[config.mk]
export PLATFORM = sky130hd
export DESIGN_NAME = acs_scan_ctrl
export DESIGN_NICKNAME = d
export VERILOG_FILES = /design/src/acs_pkg.sv /design/src/acs_scan_ctrl.sv /design/src/acs_prescaler.sv
export SDC_FILE = /design/constraint.sdc
export NUM_CORES = 1
export LEC_CHECK = 0
export ABC_AREA = 1
export BUFFER_PORTS_ARGS = -buffer_cell sky130_fd_sc_hd__buf_4
export CORE_MARGIN = 8
export CORE_UTILIZATION = 55
export CTS_CLUSTER_DIAMETER = 60
export CTS_CLUSTER_SIZE = 20
export DETAILED_ROUTE_END_ITERATION = 8
export PLACE_DENSITY = 0.72
export SYNTH_ARGS = -nofsm -noshare
export SYNTH_HDL_FRONTEND = slang
export SYNTH_SLANG_ARGS = --single-unit
[constraint.sdc]
create_clock -name ref_clk_i -period 17.42 [get_ports ref_clk_i]
set_input_delay 1.742 -clock ref_clk_i [delete_from_list [all_inputs] [get_ports ref_clk_i]]
set_output_delay 1.742 -clock ref_clk_i [all_outputs]
set_load 0.1 [all_outputs]
[src/acs_pkg.sv]
package acs_pkg;
   // register byte offsets
   localparam logic [7:0] OFS_GLOBAL_CONFIG = 8'h00;
   localparam logic [7:0] OFS_SHARED_RESULT_CONTROL = 8'h04;
   localparam logic [7:0] OFS_SHARED_RESULT_REG = 8'h08;
   localparam logic [7:0] OFS_SCAN_CONTROL = 8'h0C;
   localparam logic [7:0] OFS_IRQ_STATUS = 8'h10;
   localparam logic [7:0] OFS_IRQ_MASK = 8'h14;
   localparam logic [7:0] OFS_SAMPLE_IN = 8'h18;
   localparam logic [7:0] OFS_SYNC_CONTROL = 8'h1C;
   localparam logic [7:0] OFS_CHANNEL_CONTROL = 8'h20;
   localparam logic [7:0] OFS_GROUP_RESULT = 8'h40;
   // field positions
   localparam int DIV_LSB = 0;
   localparam int DIV_W = 5;
   localparam int WFR_BIT = 0;
   localparam int FCE_BIT = 1;
   localparam int RES_W = 12;
   localparam int CMP_BIT = 12;
   localparam int VALID_BIT = 31;
   localparam int SCAN_EN_BIT = 0;
   localparam int SCAN_CONT_BIT = 1;
   localparam int SCAN_MASK_LSB = 8;
   localparam int TGT_BIT = 0;
   localparam int RWFR_BIT = 1;
   localparam int FCM_BIT = 2;
   localparam int EV_HI_BIT = 3;
   localparam int EV_LO_BIT = 4;
   localparam int ANON_LSB = 0;
   localparam int SYNC_SOURCE_SELECT_LSB = 2;
   // interrupt status bits
   localparam int IRQ_SRC = 0;
   localparam int IRQ_RES = 1;
   localparam int IRQ_CHAN = 2;
   localparam int IRQ_LOST = 3;
   localparam int IRQ_W = 4;
   // reset value and sync control codes
   localparam logic [4:0] DIV_RST = 5'h01;
   localparam logic [1:0] ANON_ON = 2'b11;
   localparam logic [1:0] SYNC_SOURCE_SELECT_MASTER = 2'b00;
   // fixed conversion length in converter clock steps
   localparam logic [3:0] CONV_STEPS = 4'h4;
endpackage

[src/acs_scan_ctrl.sv]
`timescale 1ns/1ps
module acs_scan_ctrl #(
   parameter int NGRP = 4,
   parameter int NCH = 4
) (
   // clock and reset
   input wire logic ref_clk_i,
   input wire logic rst_i,
   // axi4-lite write
   input wire logic [7:0] s_axi_awaddr,
   input wire logic s_axi_awvalid,
   output logic s_axi_awready,
   input wire logic [31:0] s_axi_wdata,
   input wire logic [3:0] s_axi_wstrb,
   input wire logic s_axi_wvalid,
   output logic s_axi_wready,
   output logic [1:0] s_axi_bresp,
   output logic s_axi_bvalid,
   input wire logic s_axi_bready,
   // axi4-lite read
   input wire logic [7:0] s_axi_araddr,
   input wire logic s_axi_arvalid,
   output logic s_axi_arready,
   output logic [31:0] s_axi_rdata,
   output logic [1:0] s_axi_rresp,
   output logic s_axi_rvalid,
   input wire logic s_axi_rready,
   // interrupt
   output logic irq_o
);
   localparam int NSLOT = NGRP * NCH;
   localparam int SW = $clog2(NSLOT);
   localparam int RW = acs_pkg::RES_W;

   typedef enum logic [1:0] {
      ACS_IDLE = 2'b00,
      ACS_WAIT = 2'b01,
      ACS_CONV = 2'b11
   } acs_state_t;

   typedef struct packed {
      logic aw_got;
      logic w_got;
      logic [7:0] awaddr;
      logic [31:0] wdata;
      logic [3:0] wstrb;
      logic bvalid;
      logic rvalid;
      logic [31:0] rdata;
      logic [1:0] rresp;
      logic [1:0] bresp;
      logic [acs_pkg::DIV_W-1:0] div;
      logic glob_wfr;
      logic glob_fce;
      logic scan_en;
      logic scan_cont;
      logic [NSLOT-1:0] scan_mask;
      logic [NSLOT-1:0][4:0] chctl;
      logic [NGRP-1:0][3:0] sync;
      logic [RW-1:0] sample;
      logic [RW-1:0] glob_res;
      logic glob_cmp;
      logic glob_valid;
      logic [NSLOT-1:0][RW-1:0] grp_res;
      logic [NSLOT-1:0] grp_cmp;
      logic [NSLOT-1:0] grp_valid;
      acs_state_t st;
      logic [SW-1:0] slot;
      logic first;
      logic [3:0] steps;
      logic [acs_pkg::IRQ_W-1:0] irq_sts;
      logic [acs_pkg::IRQ_W-1:0] irq_msk;
      logic irq;
   } acs_state_all_t;

   acs_state_all_t s_q, s_d;
   logic [NGRP-1:0] grp_tick;
   logic [NGRP-1:0] grp_run;

   ////////////////////////////////////////////////////////////////////////
   // group prescalers

   // slaves with any sync source other than 00 run when master zero is on
   always_comb
   begin
      for (int g = 0; g < NGRP; g++)
      begin
         if (s_q.sync[g][3:2] == acs_pkg::SYNC_SOURCE_SELECT_MASTER)
         begin
            grp_run[g] = s_q.sync[g][1:0] == acs_pkg::ANON_ON;
         end
         else
         begin
            grp_run[g] = s_q.sync[0][1:0] == acs_pkg::ANON_ON;
         end
      end
   end

   for (genvar g = 0; g < NGRP; g++)
   begin : g_pre
      acs_prescaler #(.DIV_W(acs_pkg::DIV_W)) u_pre (
         .ref_clk_i(ref_clk_i),
         .rst_i(rst_i),
         .run_i(grp_run[g]),
         .div_i(s_q.div),
         .tick_o(grp_tick[g])
      );
   end

   ////////////////////////////////////////////////////////////////////////
   // next state

   function automatic logic [SW-1:0] next_slot(input logic [SW-1:0] cur, input logic [NSLOT-1:0] m,
                                                 output logic wrapped);
      logic [SW-1:0] s;
      s = cur;
      wrapped = 1'b0;
      for (int i = 0; i < NSLOT; i++)
      begin
         if (s == '0)
         begin
            s = SW'(NSLOT - 1);
            wrapped = 1'b1;
         end
         else
         begin
            s = s - 1'b1;
         end
         if (m[s])
         begin
            return s;
         end
      end
      return s;
   endfunction

   always_comb
   begin
      logic wr_go;
      logic [7:0] ra;
      logic [SW-1:0] ns;
      logic wrap;
      logic [4:0] cc;
      logic cmp;
      logic [acs_pkg::IRQ_W-1:0] ev;
      logic rd_glob;
      logic [SW-1:0] sel;
      wr_go = 1'b0;
      ra = 8'h00;
      ns = '0;
      wrap = 1'b0;
      cc = '0;
      cmp = 1'b0;
      ev = '0;
      rd_glob = 1'b0;
      sel = '0;
      s_d = s_q;

      // axi write: address and data accepted in either order
      if (s_axi_awvalid && !s_q.aw_got)
      begin
         s_d.aw_got = 1'b1;
         s_d.awaddr = s_axi_awaddr;
      end
      if (s_axi_wvalid && !s_q.w_got)
      begin
         s_d.w_got = 1'b1;
         s_d.wdata = s_axi_wdata;
         s_d.wstrb = s_axi_wstrb;
      end
      if (s_q.bvalid && s_axi_bready)
      begin
         s_d.bvalid = 1'b0;
      end
      wr_go = s_q.aw_got && s_q.w_got && !s_q.bvalid;
      if (wr_go)
      begin
         s_d.aw_got = 1'b0;
         s_d.w_got = 1'b0;
         s_d.bvalid = 1'b1;
         s_d.bresp = 2'b00;
         unique case (s_q.awaddr)
            acs_pkg::OFS_GLOBAL_CONFIG: s_d.div = s_q.wdata[acs_pkg::DIV_LSB +: acs_pkg::DIV_W];
            acs_pkg::OFS_SHARED_RESULT_CONTROL:
            begin
               s_d.glob_wfr = s_q.wdata[acs_pkg::WFR_BIT];
               s_d.glob_fce = s_q.wdata[acs_pkg::FCE_BIT];
            end
            acs_pkg::OFS_SCAN_CONTROL:
            begin
               s_d.scan_en = s_q.wdata[acs_pkg::SCAN_EN_BIT];
               s_d.scan_cont = s_q.wdata[acs_pkg::SCAN_CONT_BIT];
               s_d.scan_mask = s_q.wdata[acs_pkg::SCAN_MASK_LSB +: NSLOT];
            end
            acs_pkg::OFS_IRQ_MASK: s_d.irq_msk = s_q.wdata[acs_pkg::IRQ_W-1:0];
            acs_pkg::OFS_SAMPLE_IN: s_d.sample = s_q.wdata[RW-1:0];
            acs_pkg::OFS_SYNC_CONTROL:
            begin
               for (int g = 0; g < NGRP; g++)
               begin
                  s_d.sync[g] = s_q.wdata[4*g +: 4];
               end
            end
            default:
            begin
               // one word per slot from the channel control base, limited to the slots built and to the eight words below the group results
               if (s_q.awaddr >= acs_pkg::OFS_CHANNEL_CONTROL && s_q.awaddr < acs_pkg::OFS_GROUP_RESULT &&
                   int'(s_q.awaddr) < int'(acs_pkg::OFS_CHANNEL_CONTROL) + 4 * NSLOT)
               begin
                  s_d.chctl[SW'(s_q.awaddr[4:2])] = s_q.wdata[4:0];
               end
               else if (s_q.awaddr != acs_pkg::OFS_IRQ_STATUS)
               begin
                  s_d.bresp = 2'b10;
               end
            end
         endcase
      end

      // axi read
      if (s_q.rvalid && s_axi_rready)
      begin
         s_d.rvalid = 1'b0;
      end
      if (s_axi_arvalid && !s_q.rvalid)
      begin
         ra = s_axi_araddr;
         s_d.rvalid = 1'b1;
         s_d.rresp = 2'b00;
         s_d.rdata = '0;
         unique case (ra)
            acs_pkg::OFS_GLOBAL_CONFIG: s_d.rdata[acs_pkg::DIV_W-1:0] = s_q.div;
            acs_pkg::OFS_SHARED_RESULT_CONTROL: s_d.rdata[1:0] = {s_q.glob_fce, s_q.glob_wfr};
            acs_pkg::OFS_SHARED_RESULT_REG:
            begin
               s_d.rdata[RW-1:0] = s_q.glob_res;
               s_d.rdata[acs_pkg::CMP_BIT] = s_q.glob_cmp;
               s_d.rdata[acs_pkg::VALID_BIT] = s_q.glob_valid;
               rd_glob = 1'b1;
            end
            acs_pkg::OFS_SCAN_CONTROL:
            begin
               s_d.rdata[1:0] = {s_q.scan_cont, s_q.scan_en};
               s_d.rdata[acs_pkg::SCAN_MASK_LSB +: NSLOT] = s_q.scan_mask;
            end
            acs_pkg::OFS_IRQ_STATUS: s_d.rdata[acs_pkg::IRQ_W-1:0] = s_q.irq_sts;
            acs_pkg::OFS_IRQ_MASK: s_d.rdata[acs_pkg::IRQ_W-1:0] = s_q.irq_msk;
            acs_pkg::OFS_SAMPLE_IN: s_d.rdata[RW-1:0] = s_q.sample;
            acs_pkg::OFS_SYNC_CONTROL:
            begin
               for (int g = 0; g < NGRP; g++)
               begin
                  s_d.rdata[4*g +: 4] = s_q.sync[g];
               end
            end
            default:
            begin
               if (ra >= acs_pkg::OFS_CHANNEL_CONTROL && ra < acs_pkg::OFS_GROUP_RESULT &&
                   int'(ra) < int'(acs_pkg::OFS_CHANNEL_CONTROL) + 4 * NSLOT)
               begin
                  s_d.rdata[4:0] = s_q.chctl[SW'(ra[4:2])];
               end
               else if (ra >= acs_pkg::OFS_GROUP_RESULT && int'(ra) < int'(acs_pkg::OFS_GROUP_RESULT) + 4 * NSLOT)
               begin
                  s_d.rdata[RW-1:0] = s_q.grp_res[SW'(ra[5:2])];
                  s_d.rdata[acs_pkg::CMP_BIT] = s_q.grp_cmp[SW'(ra[5:2])];
                  s_d.rdata[acs_pkg::VALID_BIT] = s_q.grp_valid[SW'(ra[5:2])];
                  s_d.grp_valid[SW'(ra[5:2])] = 1'b0;
               end
               else
               begin
                  s_d.rresp = 2'b10;
               end
            end
         endcase
      end
      if (rd_glob)
      begin
         s_d.glob_valid = 1'b0;
      end

      ////////////////////////////////////////////////////////////////////
      // background auto-scan

      sel = s_q.slot;
      cc = s_q.chctl[sel];
      unique case (s_q.st)
         ACS_IDLE:
         begin
            if (s_q.scan_en && s_q.scan_mask != '0)
            begin
               s_d.slot = next_slot('0, s_q.scan_mask, wrap);
               s_d.first = 1'b1;
               s_d.st = ACS_WAIT;
            end
         end
         ACS_WAIT:
         begin
            // first start of each pass, after a restart or a wrap, skips the hold, matching this silicon
            if (!s_q.scan_en)
            begin
               s_d.st = ACS_IDLE;
            end
            else if (!(cc[acs_pkg::TGT_BIT] && s_q.glob_wfr && s_q.glob_valid) || s_q.first)
            begin
               s_d.st = ACS_CONV;
               s_d.steps = '0;
            end
         end
         ACS_CONV:
         begin
            if (grp_tick[sel[SW-1:$clog2(NCH)]])
            begin
               s_d.steps = s_q.steps + 1'b1;
            end
            if (s_q.steps == acs_pkg::CONV_STEPS)
            begin
               ev[acs_pkg::IRQ_SRC] = 1'b1;
               ev[acs_pkg::IRQ_RES] = 1'b1;
               if (cc[acs_pkg::TGT_BIT])
               begin
                  if (s_q.glob_fce)
                  begin
                     cmp = s_q.sample > s_q.glob_res;
                     s_d.glob_cmp = cmp;
                     // no channel event on the shared register in this step
                  end
                  else
                  begin
                     ev[acs_pkg::IRQ_LOST] = s_q.glob_valid && s_q.glob_wfr;
                     s_d.glob_res = s_q.sample;
                  end
                  s_d.glob_valid = 1'b1;
               end
               else
               begin
                  if (cc[acs_pkg::FCM_BIT])
                  begin
                     cmp = s_q.sample > s_q.grp_res[sel];
                     s_d.grp_cmp[sel] = cmp;
                     ev[acs_pkg::IRQ_CHAN] = (cmp && !s_q.grp_cmp[sel] && cc[acs_pkg::EV_HI_BIT]) ||
                                             (!cmp && s_q.grp_cmp[sel] && cc[acs_pkg::EV_LO_BIT]);
                  end
                  else
                  begin
                     s_d.grp_res[sel] = s_q.sample;
                  end
                  s_d.grp_valid[sel] = 1'b1;
               end
               ns = next_slot(s_q.slot, s_q.scan_mask, wrap);
               s_d.slot = ns;
               s_d.first = wrap;
               s_d.st = (wrap && !s_q.scan_cont) ? ACS_IDLE : ACS_WAIT;
               if (wrap && !s_q.scan_cont)
               begin
                  s_d.scan_en = 1'b0;
               end
            end
         end
         default: s_d.st = ACS_IDLE;
      endcase

      ////////////////////////////////////////////////////////////////////
      // interrupt: set wins over write-one clear
      if (wr_go && s_q.awaddr == acs_pkg::OFS_IRQ_STATUS)
      begin
         s_d.irq_sts = s_q.irq_sts & ~(s_q.wstrb[0] ? s_q.wdata[acs_pkg::IRQ_W-1:0] : {acs_pkg::IRQ_W{1'b0}});
      end
      s_d.irq_sts = s_d.irq_sts | ev;
      s_d.irq = |(s_d.irq_sts & s_d.irq_msk);
   end

   ////////////////////////////////////////////////////////////////////////
   // registers

   always_ff @(posedge ref_clk_i or posedge rst_i)
   begin
      if (rst_i)
      begin
         s_q <= '0;
         s_q.div <= acs_pkg::DIV_RST;
         s_q.st <= ACS_IDLE;
      end
      else
      begin
         s_q <= s_d;
      end
   end

   assign s_axi_awready = !s_q.aw_got;
   assign s_axi_wready = !s_q.w_got;
   assign s_axi_bvalid = s_q.bvalid;
   assign s_axi_bresp = s_q.bresp;
   assign s_axi_arready = !s_q.rvalid;
   assign s_axi_rvalid = s_q.rvalid;
   assign s_axi_rdata = s_q.rdata;
   assign s_axi_rresp = s_q.rresp;
   assign irq_o = s_q.irq;
endmodule

[src/acs_prescaler.sv]
`timescale 1ns/1ps
module acs_prescaler #(
   parameter int DIV_W = 5
) (
   // clock and reset
   input wire logic ref_clk_i,
   input wire logic rst_i,
   // control
   input wire logic run_i,
   input wire logic [DIV_W-1:0] div_i,
   // converter clock enable
   output logic tick_o
);
   typedef struct packed {
      logic [DIV_W-1:0] cnt;
      logic tick;
   } acs_pre_state_t;
   acs_pre_state_t s_q, s_d;

   always_comb
   begin
      s_d = s_q;
      s_d.tick = 1'b0;
      // counter restarts while stopped, so groups started together stay in step
      if (!run_i)
      begin
         s_d.cnt = '0;
      end
      else if (s_q.cnt >= div_i)
      begin
         s_d.cnt = '0;
         s_d.tick = 1'b1;
      end
      else
      begin
         s_d.cnt = s_q.cnt + 1'b1;
      end
   end

   always_ff @(posedge ref_clk_i or posedge rst_i)
   begin
      if (rst_i)
      begin
         s_q <= '0;
      end
      else
      begin
         s_q <= s_d;
      end
   end

   assign tick_o = s_q.tick;
endmodule

==> impl_metrics.toml <==
[critical_path]
critical_path_buf_inv_count = 11
critPathSlowestCell = "nand2_1"
cpPeakStageDelay_ns = 0.70
cp.required_ns = 17.92
crit_fanout = 66
worst_ep_arrival_time_ns = 11.57
start_kind = "flip-flop"
path_delay_family = "simple AND/OR/NAND/NOR gates"
path_class = "reg2reg"
cp-end-kind = "flip-flop"
cp_common_cell = "nand2_1"

[clock_network]
htree_levels = 1
cts.sinks = 439
cts_made_buffers = 31
cts_root_buffer = "clkbuf_16"
clock_latency_ns = 0.63
clkTransAtPathRegs_ns = 0.09
hold_buffers = 0
cts_tree = "built"
cts_max_path_buffers = 3
cts_resized = 0
post-cts-setup-buffers = 0

[placed_design]
gp_congestion = 0.975
place_inst = 4087
port_buffers = 80
dp_hpwl_mm = 57.9

[floorplanning]
die_area_um2 = 55500
start_util = 0.557
ios = 101
row_count = 80
die_h_um = 236
fp.dieW_um = 236
core_area_um2 = 47600

[routing]
drt.antenna.violating_nets = 0
dr.first_iter.drc_count = 3082
drt-total-wl_mm = 87.4
vias_per_cell = 6.29
vias = 26045
wl_per_cell_um = 21.1
drtPass1Iterations = 7
drt_drc_violations_left = 0

[synthesis]
ys_seq_area_frac = 0.414
syn_area_um2 = 26500
syn-mean-instance-area_um2 = 7.39
synth_compound_area_frac = 0.241
synthXorXnorAreaFrac = 0.00599
synth-main-ff-cell = "dfrtp_1"
synthAdderAreaFrac = 0.0297
synthMuxAreaShare = 0.00552
ys_seq_elements = 439
yosysUniqueCellTypes = 64
synthCells = 3590
ys_async_sr_fraction = 1.00
synth_top_family_by_area = "compound AO/OA/AOI/OAI gates"
synth_edf_count = 0
synth-simple-area-share = 0.227
yosys_warnings = 0

[timing]
skew_ns = 0.0391
max_freq_mhz = 90.3
rsz0062_at_grt = "no"
slew_violations = 0
worst_pin_slew_ns = 1.27
period_share = 0.636
slew_headroom = 0.152
fin_crit_ns = 11.07
hold_viol_final = 0
fin_tns_setup_ns = 0
finalSetupViolations = 0

[global_routing]
grt_first_pass_wirelength_mm = 135
grt_pass1_vias = 24222
grt_max_degree = 114
antenna_found_initial = 0
grt_use_total = 0.298
gr-total-overflow = 0

[hold_path]
hold_path_class = "reg2reg"

[cells_and_area]
syn_to_final_growth_pct = 6.24
final_common_cell = "nand2_1"
fin_util = 0.592
mostFrequentLayoutCells = "nand2_1 (865), o21ai_0 (647), dfrtp_1 (436)"
layout.cells.non_filler = 4139
fin_nets = 3627
drive_gt1_frac = 0.0817
antenna_cells = 0

[status]
status = "completed"

[flow_run]
cap_violations = 0
## worst register-to-register path, delay by kind of cell, from the launching register on
family	cells	cell delay (ns)
compound gates	6	0.91
buf+inv	11	3.80
simple gates	33	4.94
flops	1	0.35
fa+ha+maj	2	1.00
## synth_stat cells, types with 3 or more instances
| master | number | share of area |
|---|---|---|
| o21ai_0 | 647 | 0.12 |
| a21boi_0 | 5 | 0.0014 |
| xnor2_1 | 5 | 0.0017 |
| clkbuf_1 | 185 | 0.026 |
| nand2_4 | 21 | 0.0089 |
| nor4_1 | 4 | 0.00094 |
| a31oi_1 | 11 | 0.0026 |
| nor3_1 | 13 | 0.0025 |
| dfrtp_1 | 438 | 0.41 |
| a211oi_1 | 9 | 0.0025 |
| a22o_1 | 13 | 0.0043 |
| nor2_2 | 8 | 0.0019 |
| a221oi_1 | 17 | 0.0056 |
| o21ai_2 | 3 | 0.00099 |
| buf_2 | 7 | 0.0013 |
| buf_4 | 36 | 0.010 |
| xor2_1 | 10 | 0.0033 |
| nand2_1 | 867 | 0.12 |
| nand3b_1 | 3 | 0.00085 |
| a32o_1 | 6 | 0.0023 |
| o31ai_1 | 12 | 0.0034 |
| mux2_2 | 13 | 0.0055 |
| a32oi_1 | 4 | 0.0013 |
| o21ai_1 | 11 | 0.0021 |
| a22oi_1 | 27 | 0.0076 |
| nor2_1 | 306 | 0.043 |
| o2111ai_1 | 11 | 0.0036 |
| a21oi_1 | 167 | 0.032 |
| nand2_2 | 26 | 0.0061 |
| o21a_1 | 9 | 0.0025 |
| inv_1 | 223 | 0.032 |
| ha_1 | 63 | 0.030 |
| nand3_1 | 130 | 0.025 |
| o22ai_1 | 138 | 0.033 |
| clkinv_1 | 13 | 0.0018 |
| o221ai_1 | 13 | 0.0043 |
| o211ai_1 | 20 | 0.0057 |
| nand3_2 | 12 | 0.0045 |
| buf_1 | 11 | 0.0016 |
| inv_2 | 18 | 0.0025 |
| nand4_1 | 26 | 0.0061 |
## per-layer routing
metal,up-vias,track usage,wire length (um)
met5,-,0,0
met4,0,0.124,3510
met3,251,0.0511,8450
met2,1487,0.486,40300
met1,12315,0.391,35100
li1,11992,-,-
## flip-flops by register name (all words and copies together) (netlist names)
name / cells
s_axi_bvalid: 1
s_q: 385
s_axi_rresp: 1
s_axi_rdata: 25
g_pre.u_pre.tick_o: 4
s_axi_rvalid: 1
g_pre.u_pre.s_q: 20
irq_o: 1
s_axi_bresp: 1
## logic make-up after synthesis
logic type,count (synthesis)
compound gates,1137
xor+xnor,16
fa+ha+maj,63
buf+inv,495
flops,439
mux,13
other cells,1
simple gates,1426
## stage by stage
step / hold slack (ns) / setup WS [ns] / area (um^2)
5_1_grt: 0.424 / 5.77 / 28200
3_3_place_gp: 0.386 / 6.89 / 27200
2_1_floorplan: 0.450 / 3.45 / 26600
6_report: 0.412 / 6.35 / 28200
4_1_cts: 0.410 / 6.72 / 28200
3_5_place_dp: 0.390 / 6.77 / 27200
## path summary, 6_finish.rpt
kind / start / to / slack, ns / cells after the start
max in group asynchronous: rst_i / s_q[280] / 13.34 / 5
min in group asynchronous: rst_i / s_q[154] / 1.23 / 2
hold / removal: s_q[44] / s_q[44] / 0.41 / 0
setup / recovery: s_q[15] / s_q[14] / 6.35 / 52
hold reg to reg: s_q[44] / s_q[44] / 0.41 / 0
setup reg to reg: s_q[15] / s_q[14] / 6.35 / 52
## area by class of cell
type | count | area [um^2]
tap | 615 | 769
inverter | 254 | 962
sequential | 439 | 11000
timing repair buffer | 115 | 863
fill | 4383 | 19500
clock buffer | 36 | 815
multi-input combinational | 2664 | 13600
clock inverter | 16 | 206
Power is left out: the tool's default activity adds up to more than one toggle a clock period on the data nets, which glitch-free logic cannot reach.
